<file path="src/logic/tv_sync_map.svh">
// Purpose: named constants of the sync count-down block
// Assumes: included by its bare name
// Notes: counts are in twice-line-rate cycles
`ifndef TV_SYNC_MAP_SVH
`define TV_SYNC_MAP_SVH
`define PRESCALE_DIV 16
`define WINDOW_OPEN 510
`define WINDOW_TIMEOUT 542
`define VCOUNT_MIN_W 10
`endif

</file>
<file path="src/logic/tv_sync_pkg.sv">
// Purpose: types of the sync count-down block
// Assumes: nothing
// Notes: one packed struct holds all block state
package tv_sync_pkg;
	typedef enum logic [0:0] {
		RAMP_FORM = 1'h0,
		RAMP_RETRACE = 1'h1
	} ramp_state_t;
	typedef struct packed {
		logic [3:0] prescale;
		logic lineStage;
		logic resetFlop;
		logic [9:0] vCount;
		ramp_state_t ramp;
		logic lineOut;
		logic lineOe;
		logic rampDischarge;
		logic retracePulse;
		logic phaseUp;
		logic phaseDown;
		logic burstClamp;
		logic oscPrev;
	} sync_state_t;
endpackage : tv_sync_pkg

</file>
<file path="src/logic/tv_sync_countdown.sv">
// Purpose: count-down line and field timing of a deflection processor
// Assumes: oscillator, sync and flyback inputs synchronous to mclk
// Notes: oscClk is sampled; its rising edge is the squared clock tick
`timescale 1ns/100ps
`include "tv_sync_map.svh"

// What this block does
// - square oscillator input and divide by sixteen to twice line rate
// - halve twice line rate into open-drain line square wave
// - reset flop on twice line rate clears vertical count chain
// - reset flop input is vertical sync gated by window and timeout
// - ignore vertical sync until 510 cycles after the last reset
// - sync inside window causes reset on next twice-line-rate cycle
// - no sync by 542 cycles makes timeout gate start a reset
// - every vertical reset pulses the retrace timing section
// - discharge ramp during retrace until external timer completes
// - phase compare only during low sync; up or down by saw phase
// - burst gate clamped in flyback first half, released at peak
module tv_sync_countdown #(
	parameter int PRE_DIV = `PRESCALE_DIV,
	parameter int OPEN_CNT = `WINDOW_OPEN,
	parameter int TIMEOUT_CNT = `WINDOW_TIMEOUT
) (
	// clock and reset
	input wire logic mclk,
	input wire logic sys_rst,
	// oscillator and sync inputs
	input wire logic oscClk,
	input wire logic vSync,
	input wire logic hSyncN,
	// flyback and external retrace timer
	input wire logic flybackActive,
	input wire logic sawAboveMid,
	input wire logic retraceDone,
	// outputs
	output logic lineOut,
	output logic lineOe,
	output logic rampDischarge,
	output logic retracePulse,
	output logic phaseUp,
	output logic phaseDown,
	output logic burstClampOe
);
	// ---------------------------------------------------------------
	// checks and state
	// ---------------------------------------------------------------
	// parameter guard: prescaler is four bits, count chain ten bits
	if (PRE_DIV < 1 || PRE_DIV > `PRESCALE_DIV || OPEN_CNT < 1 ||
		TIMEOUT_CNT <= OPEN_CNT ||
		TIMEOUT_CNT >= (1 << `VCOUNT_MIN_W)) begin : g_bad_param
		$error("tv_sync_countdown: unsupported parameters");
	end

	tv_sync_pkg::sync_state_t s_q, s_d;
	logic oscTick;
	logic twoLineTick;
	logic [9:0] elapsed;
	logic windowOpen;
	logic timeoutHit;

	// rising edge of the squared oscillator, one mclk wide
	assign oscTick = oscClk & ~s_q.oscPrev;
	// every PRE_DIV oscillator edges make one twice-line-rate tick
	assign twoLineTick = oscTick &&
		(s_q.prescale == 4'(PRE_DIV - 1));
	// ticks since the last vertical reset, this tick included
	assign elapsed = s_q.vCount + 10'h001;
	// sync gate opens once the window count has elapsed
	assign windowOpen = elapsed >= 10'(OPEN_CNT);
	// timeout gate sets the flop one tick before the period ends
	assign timeoutHit = elapsed >= 10'(TIMEOUT_CNT - 1);

	// ---------------------------------------------------------------
	// next state
	// ---------------------------------------------------------------
	always_comb begin
		s_d = s_q;
		s_d.retracePulse = 1'h0;
		// oscillator level kept for the edge detect
		s_d.oscPrev = oscClk;
		// prescaler wraps after PRE_DIV oscillator edges
		if (twoLineTick)
			s_d.prescale = 4'h0;
		else if (oscTick)
			s_d.prescale = s_q.prescale + 4'h1;
		if (twoLineTick) begin
			s_d.lineStage = ~s_q.lineStage;
			if (s_q.resetFlop) begin
				// chain cleared, so both gates close again
				s_d.vCount = 10'h000;
				s_d.resetFlop = 1'h0;
				s_d.retracePulse = 1'h1;
			end else begin
				s_d.vCount = elapsed;
				// reset request from windowed sync or timeout
				s_d.resetFlop = (vSync & windowOpen) | timeoutHit;
			end
		end
		// retrace control
		unique case (s_q.ramp)
			tv_sync_pkg::RAMP_FORM: begin
				if (s_q.retracePulse)
					s_d.ramp = tv_sync_pkg::RAMP_RETRACE;
			end
			tv_sync_pkg::RAMP_RETRACE: begin
				if (retraceDone)
					s_d.ramp = tv_sync_pkg::RAMP_FORM;
			end
		endcase
		s_d.rampDischarge = (s_d.ramp == tv_sync_pkg::RAMP_RETRACE);
		// open drain line output: drive low on half period
		s_d.lineOut = 1'b0;
		s_d.lineOe = ~s_d.lineStage;
		// phase detector gated by low sync
		s_d.phaseUp = ~hSyncN & ~sawAboveMid;
		s_d.phaseDown = ~hSyncN & sawAboveMid;
		// burst clamp until the sawtooth peak
		s_d.burstClamp = flybackActive & ~sawAboveMid;
	end

	// state register
	always_ff @(posedge mclk or posedge sys_rst) begin
		if (sys_rst)
			s_q <= '0;
		else
			s_q <= s_d;
	end

	// outputs straight from flops
	assign lineOut = s_q.lineOut;
	assign lineOe = s_q.lineOe;
	assign rampDischarge = s_q.rampDischarge;
	assign retracePulse = s_q.retracePulse;
	assign phaseUp = s_q.phaseUp;
	assign phaseDown = s_q.phaseDown;
	assign burstClampOe = s_q.burstClamp;

	// ---------------------------------------------------------------
	// assertions
	// ---------------------------------------------------------------
	// prescaler never passes its wrap value
	a_prescale_bound: assert property (
		@(posedge mclk) disable iff (sys_rst)
		s_q.prescale <= 4'(PRE_DIV - 1))
		else $error("prescaler ran past its wrap");

	// line enable flips once per twice-line-rate tick
	a_line_div: assert property (
		@(posedge mclk) disable iff (sys_rst)
		twoLineTick |=> ##1 (lineOe != $past(lineOe, 2)))
		else $error("line stage did not toggle");

	// a captured request clears the chain at the next tick
	a_chain_clears: assert property (
		@(posedge mclk) disable iff (sys_rst)
		(twoLineTick && s_q.resetFlop) |=> (s_q.vCount == 10'h000))
		else $error("count chain not cleared on reset");

	// without sync or timeout the flop stays clear
	a_gated_reset: assert property (
		@(posedge mclk) disable iff (sys_rst)
		(twoLineTick && !s_q.resetFlop && !vSync && !timeoutHit) |=>
		!s_q.resetFlop)
		else $error("reset request without a source");

	// sync before the window is not taken
	a_sync_ignored: assert property (
		@(posedge mclk) disable iff (sys_rst)
		(twoLineTick && !s_q.resetFlop && elapsed < 10'(OPEN_CNT)) |=>
		!s_q.resetFlop)
		else $error("reset taken before window");

	// sync inside the window is captured at this tick
	a_sync_reset: assert property (
		@(posedge mclk) disable iff (sys_rst)
		(twoLineTick && vSync && windowOpen && !s_q.resetFlop) |=>
		s_q.resetFlop)
		else $error("windowed sync lost");

	// timeout starts a reset on its own
	a_timeout_reset: assert property (
		@(posedge mclk) disable iff (sys_rst)
		(twoLineTick && timeoutHit && !s_q.resetFlop) |=> s_q.resetFlop)
		else $error("timeout reset missing");

	// every chain reset issues a retrace pulse
	a_pulse_source: assert property (
		@(posedge mclk) disable iff (sys_rst)
		(twoLineTick && s_q.resetFlop) |=> retracePulse)
		else $error("reset without retrace pulse");

	// the retrace pulse lasts one cycle
	a_pulse_single: assert property (
		@(posedge mclk) disable iff (sys_rst)
		retracePulse |=> !retracePulse)
		else $error("retrace pulse too long");

	// a retrace pulse starts the discharge
	a_retrace_start: assert property (
		@(posedge mclk) disable iff (sys_rst)
		retracePulse |=> rampDischarge)
		else $error("retrace not started");

	// timer completion releases the ramp
	a_ramp_release: assert property (
		@(posedge mclk) disable iff (sys_rst)
		(rampDischarge && retraceDone && !retracePulse) |=> !rampDischarge)
		else $error("ramp not released");

	// discharge holds until the timer completes
	a_ramp_hold: assert property (
		@(posedge mclk) disable iff (sys_rst)
		(rampDischarge && !retraceDone) |=> rampDischarge)
		else $error("ramp released early");

	// the ramp forms freely between retraces
	a_ramp_quiet: assert property (
		@(posedge mclk) disable iff (sys_rst)
		(!rampDischarge && !retracePulse) |=> !rampDischarge)
		else $error("discharge without retrace pulse");

	// no correction outside horizontal sync
	a_phase_gate: assert property (
		@(posedge mclk) disable iff (sys_rst)
		$past(hSyncN) |-> !(phaseUp || phaseDown))
		else $error("phase pulse outside sync");

	// during sync the sawtooth half picks the direction
	a_phase_steer: assert property (
		@(posedge mclk) disable iff (sys_rst)
		(!$past(sys_rst) && !$past(hSyncN)) |->
		(phaseDown == $past(sawAboveMid) && phaseUp != phaseDown))
		else $error("phase pulse steered wrongly");

	// clamp released from the flyback peak on
	a_burst_clamp: assert property (
		@(posedge mclk) disable iff (sys_rst)
		$past(sawAboveMid) |-> !burstClampOe)
		else $error("burst clamp after flyback peak");

	// clamp held through the first flyback half
	a_burst_hold: assert property (
		@(posedge mclk) disable iff (sys_rst)
		(!$past(sys_rst) && $past(flybackActive) && !$past(sawAboveMid))
		|-> burstClampOe)
		else $error("burst clamp missing in first half");

	// chain never runs past the last count of a field
	a_count_bound: assert property (
		@(posedge mclk) disable iff (sys_rst)
		s_q.vCount <= 10'(TIMEOUT_CNT - 1))
		else $error("count chain ran past timeout");

	// chain steps by one on every tick without reset
	a_chain_step: assert property (
		@(posedge mclk) disable iff (sys_rst)
		(twoLineTick && !s_q.resetFlop) |=>
		(s_q.vCount == $past(s_q.vCount) + 10'h001))
		else $error("count chain did not step");
endmodule : tv_sync_countdown

</file>
<file path="config.mk">
export PLATFORM = sky130hd
export DESIGN_NAME = tv_sync_countdown
export DESIGN_NICKNAME = d
export VERILOG_FILES = /design/src/logic/tv_sync_pkg.sv /design/src/logic/tv_sync_countdown.sv
export VERILOG_INCLUDE_DIRS = /design/src /design/src/logic
export SDC_FILE = /design/constraint.sdc
export NUM_CORES = 1
export LEC_CHECK = 0
export BUFFER_PORTS_ARGS = -buffer_cell sky130_fd_sc_hd__buf_2
export CAP_MARGIN = 20
export CELL_PAD_IN_SITES_DETAIL_PLACEMENT = 1
export CELL_PAD_IN_SITES_GLOBAL_PLACEMENT = 1
export CORE_MARGIN = 2
export CORE_UTILIZATION = 43
export CTS_CLUSTER_DIAMETER = 200
export DETAILED_ROUTE_END_ITERATION = 10
export PLACE_DENSITY_LB_ADDON = 0.25
export SYNTH_ARGS = -nofsm -noshare
export SYNTH_HDL_FRONTEND = slang
export SYNTH_SLANG_ARGS = --single-unit
export TNS_END_PERCENT = 20
</file>
<file path="constraint.sdc">
create_clock -name mclk -period 1.9 [get_ports mclk]
set_input_delay 0 -clock mclk [delete_from_list [all_inputs] [get_ports mclk]]
set_output_delay 0 -clock mclk [all_outputs]
set_load 0.02 [all_outputs]
</file>
==> results of run 1 <==
[power breakdown]
group	total [mW]	leakage (nW)	internal [mW]	switching [mW]
Combinational	0.482	0.429	0.214	0.269
Sequential	0.653	0.271	0.574	0.0791
Clock	0.238	0.0139	0.0803	0.158
Total	1.37	0.713	0.868	0.506
[synth_stat cells (all sizes together)]
master	instances	share of area (%)
nor3b	1	0.56
clkbuf	1	0.28
o21bai	1	0.56
xor2	3	2.0
conb	1	0.28
ha	4	3.7
inv	8	2.2
nand4	4	3.0
nor2b	4	1.9
or4	1	0.56
nor2	8	2.4
a21o	1	0.66
o211ai	1	0.56
nand3	5	1.9
or3	3	1.4
or2	2	0.94
o21ai	17	6.4
and3b	1	0.75
xnor2	2	1.3
a21boi	1	0.56
nand2b	1	0.47
a32o	1	0.75
mux2i	1	0.75
nand4b	1	0.66
a21oi	8	3.3
and2	2	1.0
nand2	22	6.4
a211oi	1	0.56
and3	1	0.84
dfrtp	23	43
buf	9	5.2
a22oi	3	1.7
nand3b	2	1.1
nor3	5	2.2
[how the worst min path moves through the flow]
stage | cells after the start | slack, ns | startpoint | end
floorplan | 1 | 0.002 | sys_rst | burstClampOe
global placement | 2 | 0.02 | sys_rst | lineOe
CTS | 3 | 0.05 | vSync | s_q[19]
detailed placement | 2 | 0.03 | sys_rst | retracePulse
finish | 3 | 0.07 | vSync | s_q[19]
global route | 3 | 0.10 | vSync | s_q[19]
[per-layer routing]
layer / routed length [µm] / vias to the layer above / global-route usage [%] / part of all wire [%]
li1: - / 543 / - / -
met1: 1370 / 546 / 25.8 / 44
met2: 1590 / 19 / 32.5 / 52
met3: 88 / 4 / 3.46 / 2.9
met4: 29 / 0 / 4.76 / 0.94
met5: 0 / - / 0 / 0
[sequential cells by signal, indices dropped and copies added, names as in the netlist]
| register | cells |
|---|---|
| burstClampOe | 1 |
| lineOe | 1 |
| phaseDown | 1 |
| phaseUp | 1 |
| rampDischarge | 1 |
| retracePulse | 1 |
| s_q | 17 |
[tightest hold or removal path: cells and delay by family]
kind	cells	cell delay, ns
compound gates	2	0.21
buf+inv	1	0.11
[what timing repair did]
item | 4_1_cts | 5_1_grt
resized for setup | 0 | 4
endpoints found under the hold margin | 16 | 0
setup endpoints to repair | 0 | 1
setup buffers | 0 | 1
hold buffers | 7 | 0
[cells by family after synthesis]
family,count (synthesis),share of synthesized area [%]
AND/OR/NAND/NOR,63,26.1
other,1,0.281
XOR/XNOR,5,3.28
AO/OA/AOI/OAI,34,15.0
buffers and inverters,18,7.68
adder cells (fa/ha/maj),4,3.75
flip-flops,23,43.1
multiplexers,1,0.750
[stage by stage]
| stage | total power, mW | worst slack [ns] | instance area (µm²) | utilization [%] |
|---|---|---|---|---|
| global route | 1.47 | 0.00554 | 1520 | 50.7 |
| detailed placement | 1.11 | 0.0798 | 1410 | 46.8 |
| global placement | 1.08 | 0.162 | 1410 | 46.8 |
| floorplan | 0.985 | 0.186 | 1340 | - |
| finish | 1.37 | 0.136 | 1520 | 50.7 |
| CTS | 1.36 | 0.0304 | 1510 | 50.2 |
[cell type report]
type / instances / area, µm² / share of cell area, %
multi-input combinational: 108 / 662 / 43.5
sequential: 23 / 578 / 38.0
timing repair buffer: 26 / 180 / 11.8
tap: 33 / 41.3 / 2.71
inverter: 8 / 30.0 / 1.97
clock buffer: 3 / 22.5 / 1.48
clock inverter: 1 / 7.51 / 0.493
==> results.md, run 1 <==
* Vias in the first global route at 1147
* RSZ-0062 raised after global routing: false
* Worst Path Arrival at 1.99 ns
* RR Endpoint: s_q[19]
* Setup violators final at 0
* Crit path largest cell delay at 0.43 ns
* Worst VDD drop at 385 µV
* # fillers at 356
* Post-Route Skew at 0.0191 ns
* Grt total ovfl at 0
* Crit path max fanout at 4
* # H-tree levels at 1
* Layout Nets at 182
* Worst R2R Setup Slack at 0.14 ns
* Core Rows at 20
* Slowest CP cell: dfrtp_1
* Die W at 59.7 µm
* Startpoint Class: flop
* Starting density of the core at 44.5%
* Max Freq at 567 MHz
* Total CTS buffers at 3
* #FFs+latches synth at 23
* Post-route DRC at 0
* First-pass GRT wire length at 5210 µm
* WS Path Type: flop to flop
* Initial DRC count at 28
* Crit path depth at 6
* Detailed-route via count at 1112
* Pleak at 0.713 nW
* Via density at 5.50
* GPL Wtd Cong at 0.822
* Most frequent cells in the layout: nand2_1 (21), dfrtp_1 (21), o21ai_0 (16), buf_2 (13), inv_1 (8)
* Initial antenna violation count at 0
* Share of cells above drive strength 1 at 21.9%
* Yosys cell types at 43
* CP startpoint: s_q[9]
* TritonRoute pass-1 iters at 4
* Clk_lat worst skew at 0.32 ns
* Hold Slack at 0.0678 ns
* Reg2Reg Depth at 6
* Ant diodes at 0
* Period Utilization, post-route at 92.9%
* Max_cap viols at 0
* WL/cell at 15.2 µm
* Detailed Place HPWL at 2130 µm
* Sum Neg Setup Slack at 0 ns
* Layout area overhead at 14.0%
* Total GRT Usage at 19.3%
* Synthesized cell area at 1340 µm²
* Port Buf Inserts at 13
* Die Y at 59.7 µm
* Maximum number of pins on one net before global-route repair at 20
* Placed Cells at 190
* Clock Tree Root: clkbuf_4
* Syn. warnings at 0
* Status: complete, no violations
* Worst-path cell chain: ha_2 > nand4_4 > or3_1 > a21oi_2 > nand4_1 > a22oi_1
* CTS sink cnt at 23
* Reg clk slew, reported paths at 0.15 ns
* Reg2Reg Launch Point: s_q[9]
* Syn avg cell area at 8.96 µm²
* Final hold viol count at 0
* Final wirelength at 3080 µm
* Post-layout min period at 1.76 ns
* Num ports at 15
* Hold crit path type: input port to flop
* Setup crit end: s_q[19]
* Non-Filler Instances at 202
* Element type at the critical path end: flop
* Full die area at 3570 µm²
* Kind of cell adding the most delay to the critical path: simple AND/OR/NAND/NOR gates
* Buffers & Inverters on Critical Path at 0
* Syn Inst Count at 149
* CTS tree: built
* ANT nets after route at 0
* Core ar. at 3000 µm²
* Clock Tree Buf Depth at 2
* Pins Over Slew Limit at 0
* Req. time, crit path at 2.13 ns
* Sequential fraction of the synthesis area at 43.1%
* Pwr/cell area at 903 nW/µm²
* Syn_nets at 161
Power figures use the tool's default switching activity.
==> inputs of run 2 (changes only) <==
--- a/config.mk
+++ b/config.mk
@@ -14,7 +14,7 @@
 export CORE_UTILIZATION = 43
 export CTS_CLUSTER_DIAMETER = 200
 export DETAILED_ROUTE_END_ITERATION = 10
-export PLACE_DENSITY_LB_ADDON = 0.25
+export PLACE_DENSITY = 0.85
 export SYNTH_ARGS = -nofsm -noshare
 export SYNTH_HDL_FRONTEND = slang
 export SYNTH_SLANG_ARGS = --single-unit
==> results.md, run 2 (synthesized netlist as in run 1, its figures left out) <==
* Status: complete, no violations
* Final wirelength at 3190 µm
* Layout Nets at 180
* Starting density of the core at 44.5%
* Detailed Place HPWL at 2250 µm
* Initial DRC count at 28
* Register area at 576 µm²
* Clock Tree Buf Depth at 2
* Pwr/cell area at 910 nW/µm²
* Setup violators final at 0
* Die W at 59.7 µm
* Kind of cell adding the most delay to the critical path: simple AND/OR/NAND/NOR gates
* Core ar. at 3000 µm²
* CTS tree: built
* Max_cap viols at 0
* Max FFs per register at 17
* Hold crit path type: input port to flop
* Reg2Reg Depth at 5
* Worst-path cell chain: and3_4 > nand2_2 > or4_1 > a22oi_1 > a22oi_1
* Reg2Reg Launch Point: s_q[12]
* Detailed-route via count at 1104
* Reg clk slew, reported paths at 0.13 ns
* Max Freq at 562 MHz
* Num ports at 15
* # fillers at 372
* Most frequent CP cell: a22oi_1
* Period Utilization, post-route at 93.7%
* Ant diodes at 0
* Post-Route Skew at 0.00808 ns
* Final hold viol count at 0
* Startpoint Class: flop
* Commonest non-fill, non-tap cell in the layout: dfrtp_1
* Core Rows at 20
* RSZ-0062 raised after global routing: false
* Via density at 5.52
* Most frequent cells in the layout: dfrtp_1 (23), nand2_1 (21), o21ai_0 (15), buf_2 (13), inv_1 (8)
* GPL Wtd Cong at 0.806
* Initial antenna violation count at 0
* # H-tree levels at 1
* Share of cells above drive strength 1 at 19.8%
* WS Path Type: flop to flop
* Worst VDD drop at 581 µV
* RR Endpoint: s_q[19]
* Final design utilization at 50.0%
* TritonRoute pass-1 iters at 4
* CTS sink cnt at 23
* First-pass GRT wire length at 5250 µm
* Slowest CP cell: dfrtp_1
* Area of the multi-input gates at 662 µm²
* Die Y at 59.7 µm
* Pleak at 0.710 nW
* Setup crit end: s_q[19]
* ANT nets after route at 0
* Crit path max fanout at 10
* Max-slew headroom at 43.6%
* Crit path depth at 5
* Sum Neg Setup Slack at 0 ns
* Req. time, crit path at 2.10 ns
* CP startpoint: s_q[12]
* Crit path largest cell delay at 0.58 ns
* Top reg by flops: s_q
* Total CTS buffers at 3
* Maximum number of pins on one net before global-route repair at 24
* Total GRT Usage at 20.3%
* Grt total ovfl at 0
* WL/cell at 16.0 µm
* Vias in the first global route at 1097
* Slew @ Worst Pin at 0.845 ns
* Post-layout min period at 1.78 ns
* Worst Path Arrival at 1.98 ns
* Post-route DRC at 0
* Layout area overhead at 12.5%
* Setup Fix Bufs, Post-CTS at 0
* Worst R2R Setup Slack at 0.12 ns
* Buffers & Inverters on Critical Path at 0
* Clk_lat worst skew at 0.32 ns
* Clock Tree Root: clkbuf_4
* Pins Over Slew Limit at 0
* Full die area at 3570 µm²
* Port Buf Inserts at 13
* Element type at the critical path end: flop
[run 2: worst min-delay path by stage]
stage / to / cells after the start / startpoint
after CTS: s_q[19] / 3 / vSync
after detailed placement: s_q[0] / 1 / oscClk
final: s_q[19] / 3 / vSync
after global routing: s_q[19] / 3 / vSync
after floorplan: burstClampOe / 1 / sys_rst
after global placement: s_q[0] / 1 / oscClk
[run 2: power by group]
| group | switching (mW) | internal (mW) |
|---|---|---|
| sequential | 0.0771 | 0.573 |
| clock | 0.153 | 0.0790 |
| combinational | 0.273 | 0.212 |
[run 2: layout make-up]
type	count	share of cell area (%)
clock buffers	3	1.50
repair buffers	24	11.0
well taps	33	2.75
flip-flops and latches	23	38.3
inverters	8	2.00
clock inverters	1	0.333
multi-input cells	108	44.1
[run 2: tightest hold or removal path: stages]
cell and delay [ns]:
buf_2 0.10, a211oi_1 0.05, a22oi_1 0.17
[run 2: metal layers]
layer / vias up / share of wire (%) / global-route usage, %
met1: 539 / 42 / 24.8
met5: - / 0 / 0
met2: 17 / 53 / 34.0
li1: 537 / - / -
met4: 0 / 2.4 / 8.89
met3: 11 / 2.3 / 4.55
[run 2: per-stage QoR]
stage	instances	hold WS [ns]	worst slack, ns	total power [mW]	cell area (µm²)
5_1_grt	200	0.0786	0.00456	1.45	1500
2_1_floorplan	149	0.00192	0.186	0.985	1340
6_report	200	0.0595	0.119	1.37	1500
3_3_place_gp	189	0.136	0.205	1.09	1400
3_5_place_dp	189	0.138	0.0721	1.12	1400
4_1_cts	200	0.0564	0.0316	1.37	1500
[run 2: timing repair]
action | CTS | global route
hold buffers | 7 | 0
gates resized for setup | 0 | 3
hold endpoints to repair | 28 | 0
endpoints found under the setup margin | 0 | 3
==> inputs of run 3 (changes only) <==
--- a/config.mk
+++ b/config.mk
@@ -14,7 +14,8 @@
 export CORE_UTILIZATION = 43
 export CTS_CLUSTER_DIAMETER = 200
 export DETAILED_ROUTE_END_ITERATION = 10
-export PLACE_DENSITY = 0.85
+export PLACE_DENSITY_LB_ADDON = 0.1
+export REMOVE_ABC_BUFFERS = 1
 export SYNTH_ARGS = -nofsm -noshare
 export SYNTH_HDL_FRONTEND = slang
 export SYNTH_SLANG_ARGS = --single-unit
==> results.md, run 3 (synthesized netlist as in run 1, its figures left out) <==
* Worst VDD drop at 468 µV
* Register area at 576 µm²
* Startpoint Class: flop
* Starting density of the core at 44.5%
* Post-layout min period at 1.76 ns
* Hold crit path type: input port to flop
* Max Freq at 568 MHz
* Reg2Reg Depth at 7
* Share of cells above drive strength 1 at 20.0%
* Pleak at 0.721 nW
* Pins Over Slew Limit at 0
* CTS tree: built
* Total CTS buffers at 3
* Sum Neg Setup Slack at 0 ns
* Initial antenna violation count at 0
* ANT nets after route at 0
* Maximum number of pins on one net before global-route repair at 24
* Hold Path Depth at 3
* Vias in the first global route at 1121
* Post-Route Skew at 0.00253 ns
* Max_cap viols at 0
* Element type at the critical path end: flop
* Slowest CP cell: dfrtp_1
* Most frequent cells in the layout: dfrtp_1 (23), nand2_1 (21), o21ai_0 (16), buf_2 (13), inv_1 (8)
* Req. time, crit path at 2.13 ns
* Layout Nets at 183
* Final wirelength at 3010 µm
* Detailed Place HPWL at 2200 µm
* Initial DRC count at 18
* Pwr/cell area at 891 nW/µm²
* Total GRT Usage at 20.0%
* Reg clk slew, reported paths at 0.12 ns
* Crit path max fanout at 6
* Via density at 5.40
* Kind of cell adding the most delay to the critical path: compound AO/OA/AOI/OAI gates
* Die Y at 59.7 µm
* Top reg by flops: s_q
* Buffers & Inverters on Critical Path at 1
* Clock Tree Root: clkbuf_4
* Non-Filler Instances at 203
* Setup violators final at 0
* Final hold viol count at 0
* Final design utilization at 50.6%
* Die W at 59.7 µm
* CTS sink cnt at 23
* Clk_lat worst skew at 0.30 ns
* Layout area overhead at 13.9%
* # H-tree levels at 1
* Port Buf Inserts at 13
* PnR worst setup slack at 0.138 ns
* Period Utilization, post-route at 92.7%
* Max FFs per register at 17
* Core ar. at 3000 µm²
* Hold Slack at 0.0200 ns
* Crit path largest cell delay at 0.41 ns
* WS Path Type: flop to flop
* Worst Path Arrival at 1.99 ns
* Detailed-route via count at 1097
* RSZ-0062 raised after global routing: false
* WL/cell at 14.8 µm
* Clock Tree Buf Depth at 2
* Core Rows at 20
* Crit path depth at 7
* Placed Cells at 192
* Status: complete, no violations
* # fillers at 363
* Grt total ovfl at 0
* Commonest non-fill, non-tap cell in the layout: dfrtp_1
* First-pass GRT wire length at 5230 µm
* TritonRoute pass-1 iters at 4
* Pre-CTS setup slack at 0.132 ns
* Area of the multi-input gates at 659 µm²
* Full die area at 3570 µm²
* Ant diodes at 0
* Worst-path cell chain: ha_1 > buf_4 > nor2b_1 > o21ai_0 > a21oi_1 > nand4_1 > a22oi_1
* Post-route DRC at 0
* GPL Wtd Cong at 0.843
* Num ports at 15
==> run 3: layout make-up <==
cell class	count	area share (%)
clock buffer	4	1.73
tap	33	2.72
sequential	23	37.9
inverter	8	1.98
multi-input combinational	108	43.4
timing repair buffer	27	12.3
==> run 3: path summary, 6_finish.rpt <==
| kind | slack [ns] | from | end |
|---|---|---|---|
| min reg2reg | 0.48 | s_q[20] | s_q[20] |
| max reg2reg | 0.14 | s_q[9] | s_q[19] |
| max | 0.14 | s_q[9] | s_q[19] |
| min | 0.02 | vSync | s_q[19] |
| max in group asynchronous | 1.42 | sys_rst | s_q[15] |
| min in group asynchronous | 0.26 | sys_rst | s_q[11] |
==> run 3: per-stage QoR <==
| step | cell area (µm²) | total power, mW |
|---|---|---|
| 2_1_floorplan | 1260 | 0.969 |
| 4_1_cts | 1520 | 1.38 |
| 3_5_place_dp | 1420 | 1.13 |
| 3_3_place_gp | 1420 | 1.11 |
| 5_1_grt | 1520 | 1.47 |
| 6_report | 1520 | 1.35 |
==> run 3: metal layers <==
| metal | part of all wire, % | vias to the layer above | track usage [%] |
|---|---|---|---|
| li1 | - | 549 | - |
| met1 | 49 | 527 | 26.4 |
| met2 | 47 | 15 | 32.5 |
| met3 | 1.7 | 6 | 2.81 |
| met4 | 2.5 | 0 | 9.21 |
| met5 | 0 | - | 0 |
==> run 3: repair_timing <==
action / CTS / global route
endpoints found under the setup margin: 0 / 3
hold endpoints to repair: 28 / 0
gates resized for setup: 0 / 1
buffers inserted: 0 / 0
hold buffers: 7 / 0
==> run 3: report_power, final <==
part / total [mW] / switching (mW) / internal, mW / leakage [nW]
clock: 0.223 / 0.141 / 0.0819 / 0.0150
sequential: 0.645 / 0.0721 / 0.573 / 0.272
combinational: 0.487 / 0.272 / 0.215 / 0.434
total: 1.35 / 0.485 / 0.869 / 0.721
==> run 3: tightest hold or removal path, cell delays in order <==
cell	delay, ns
buf_2	0.10
a211oi_1	0.05
a22oi_1	0.14
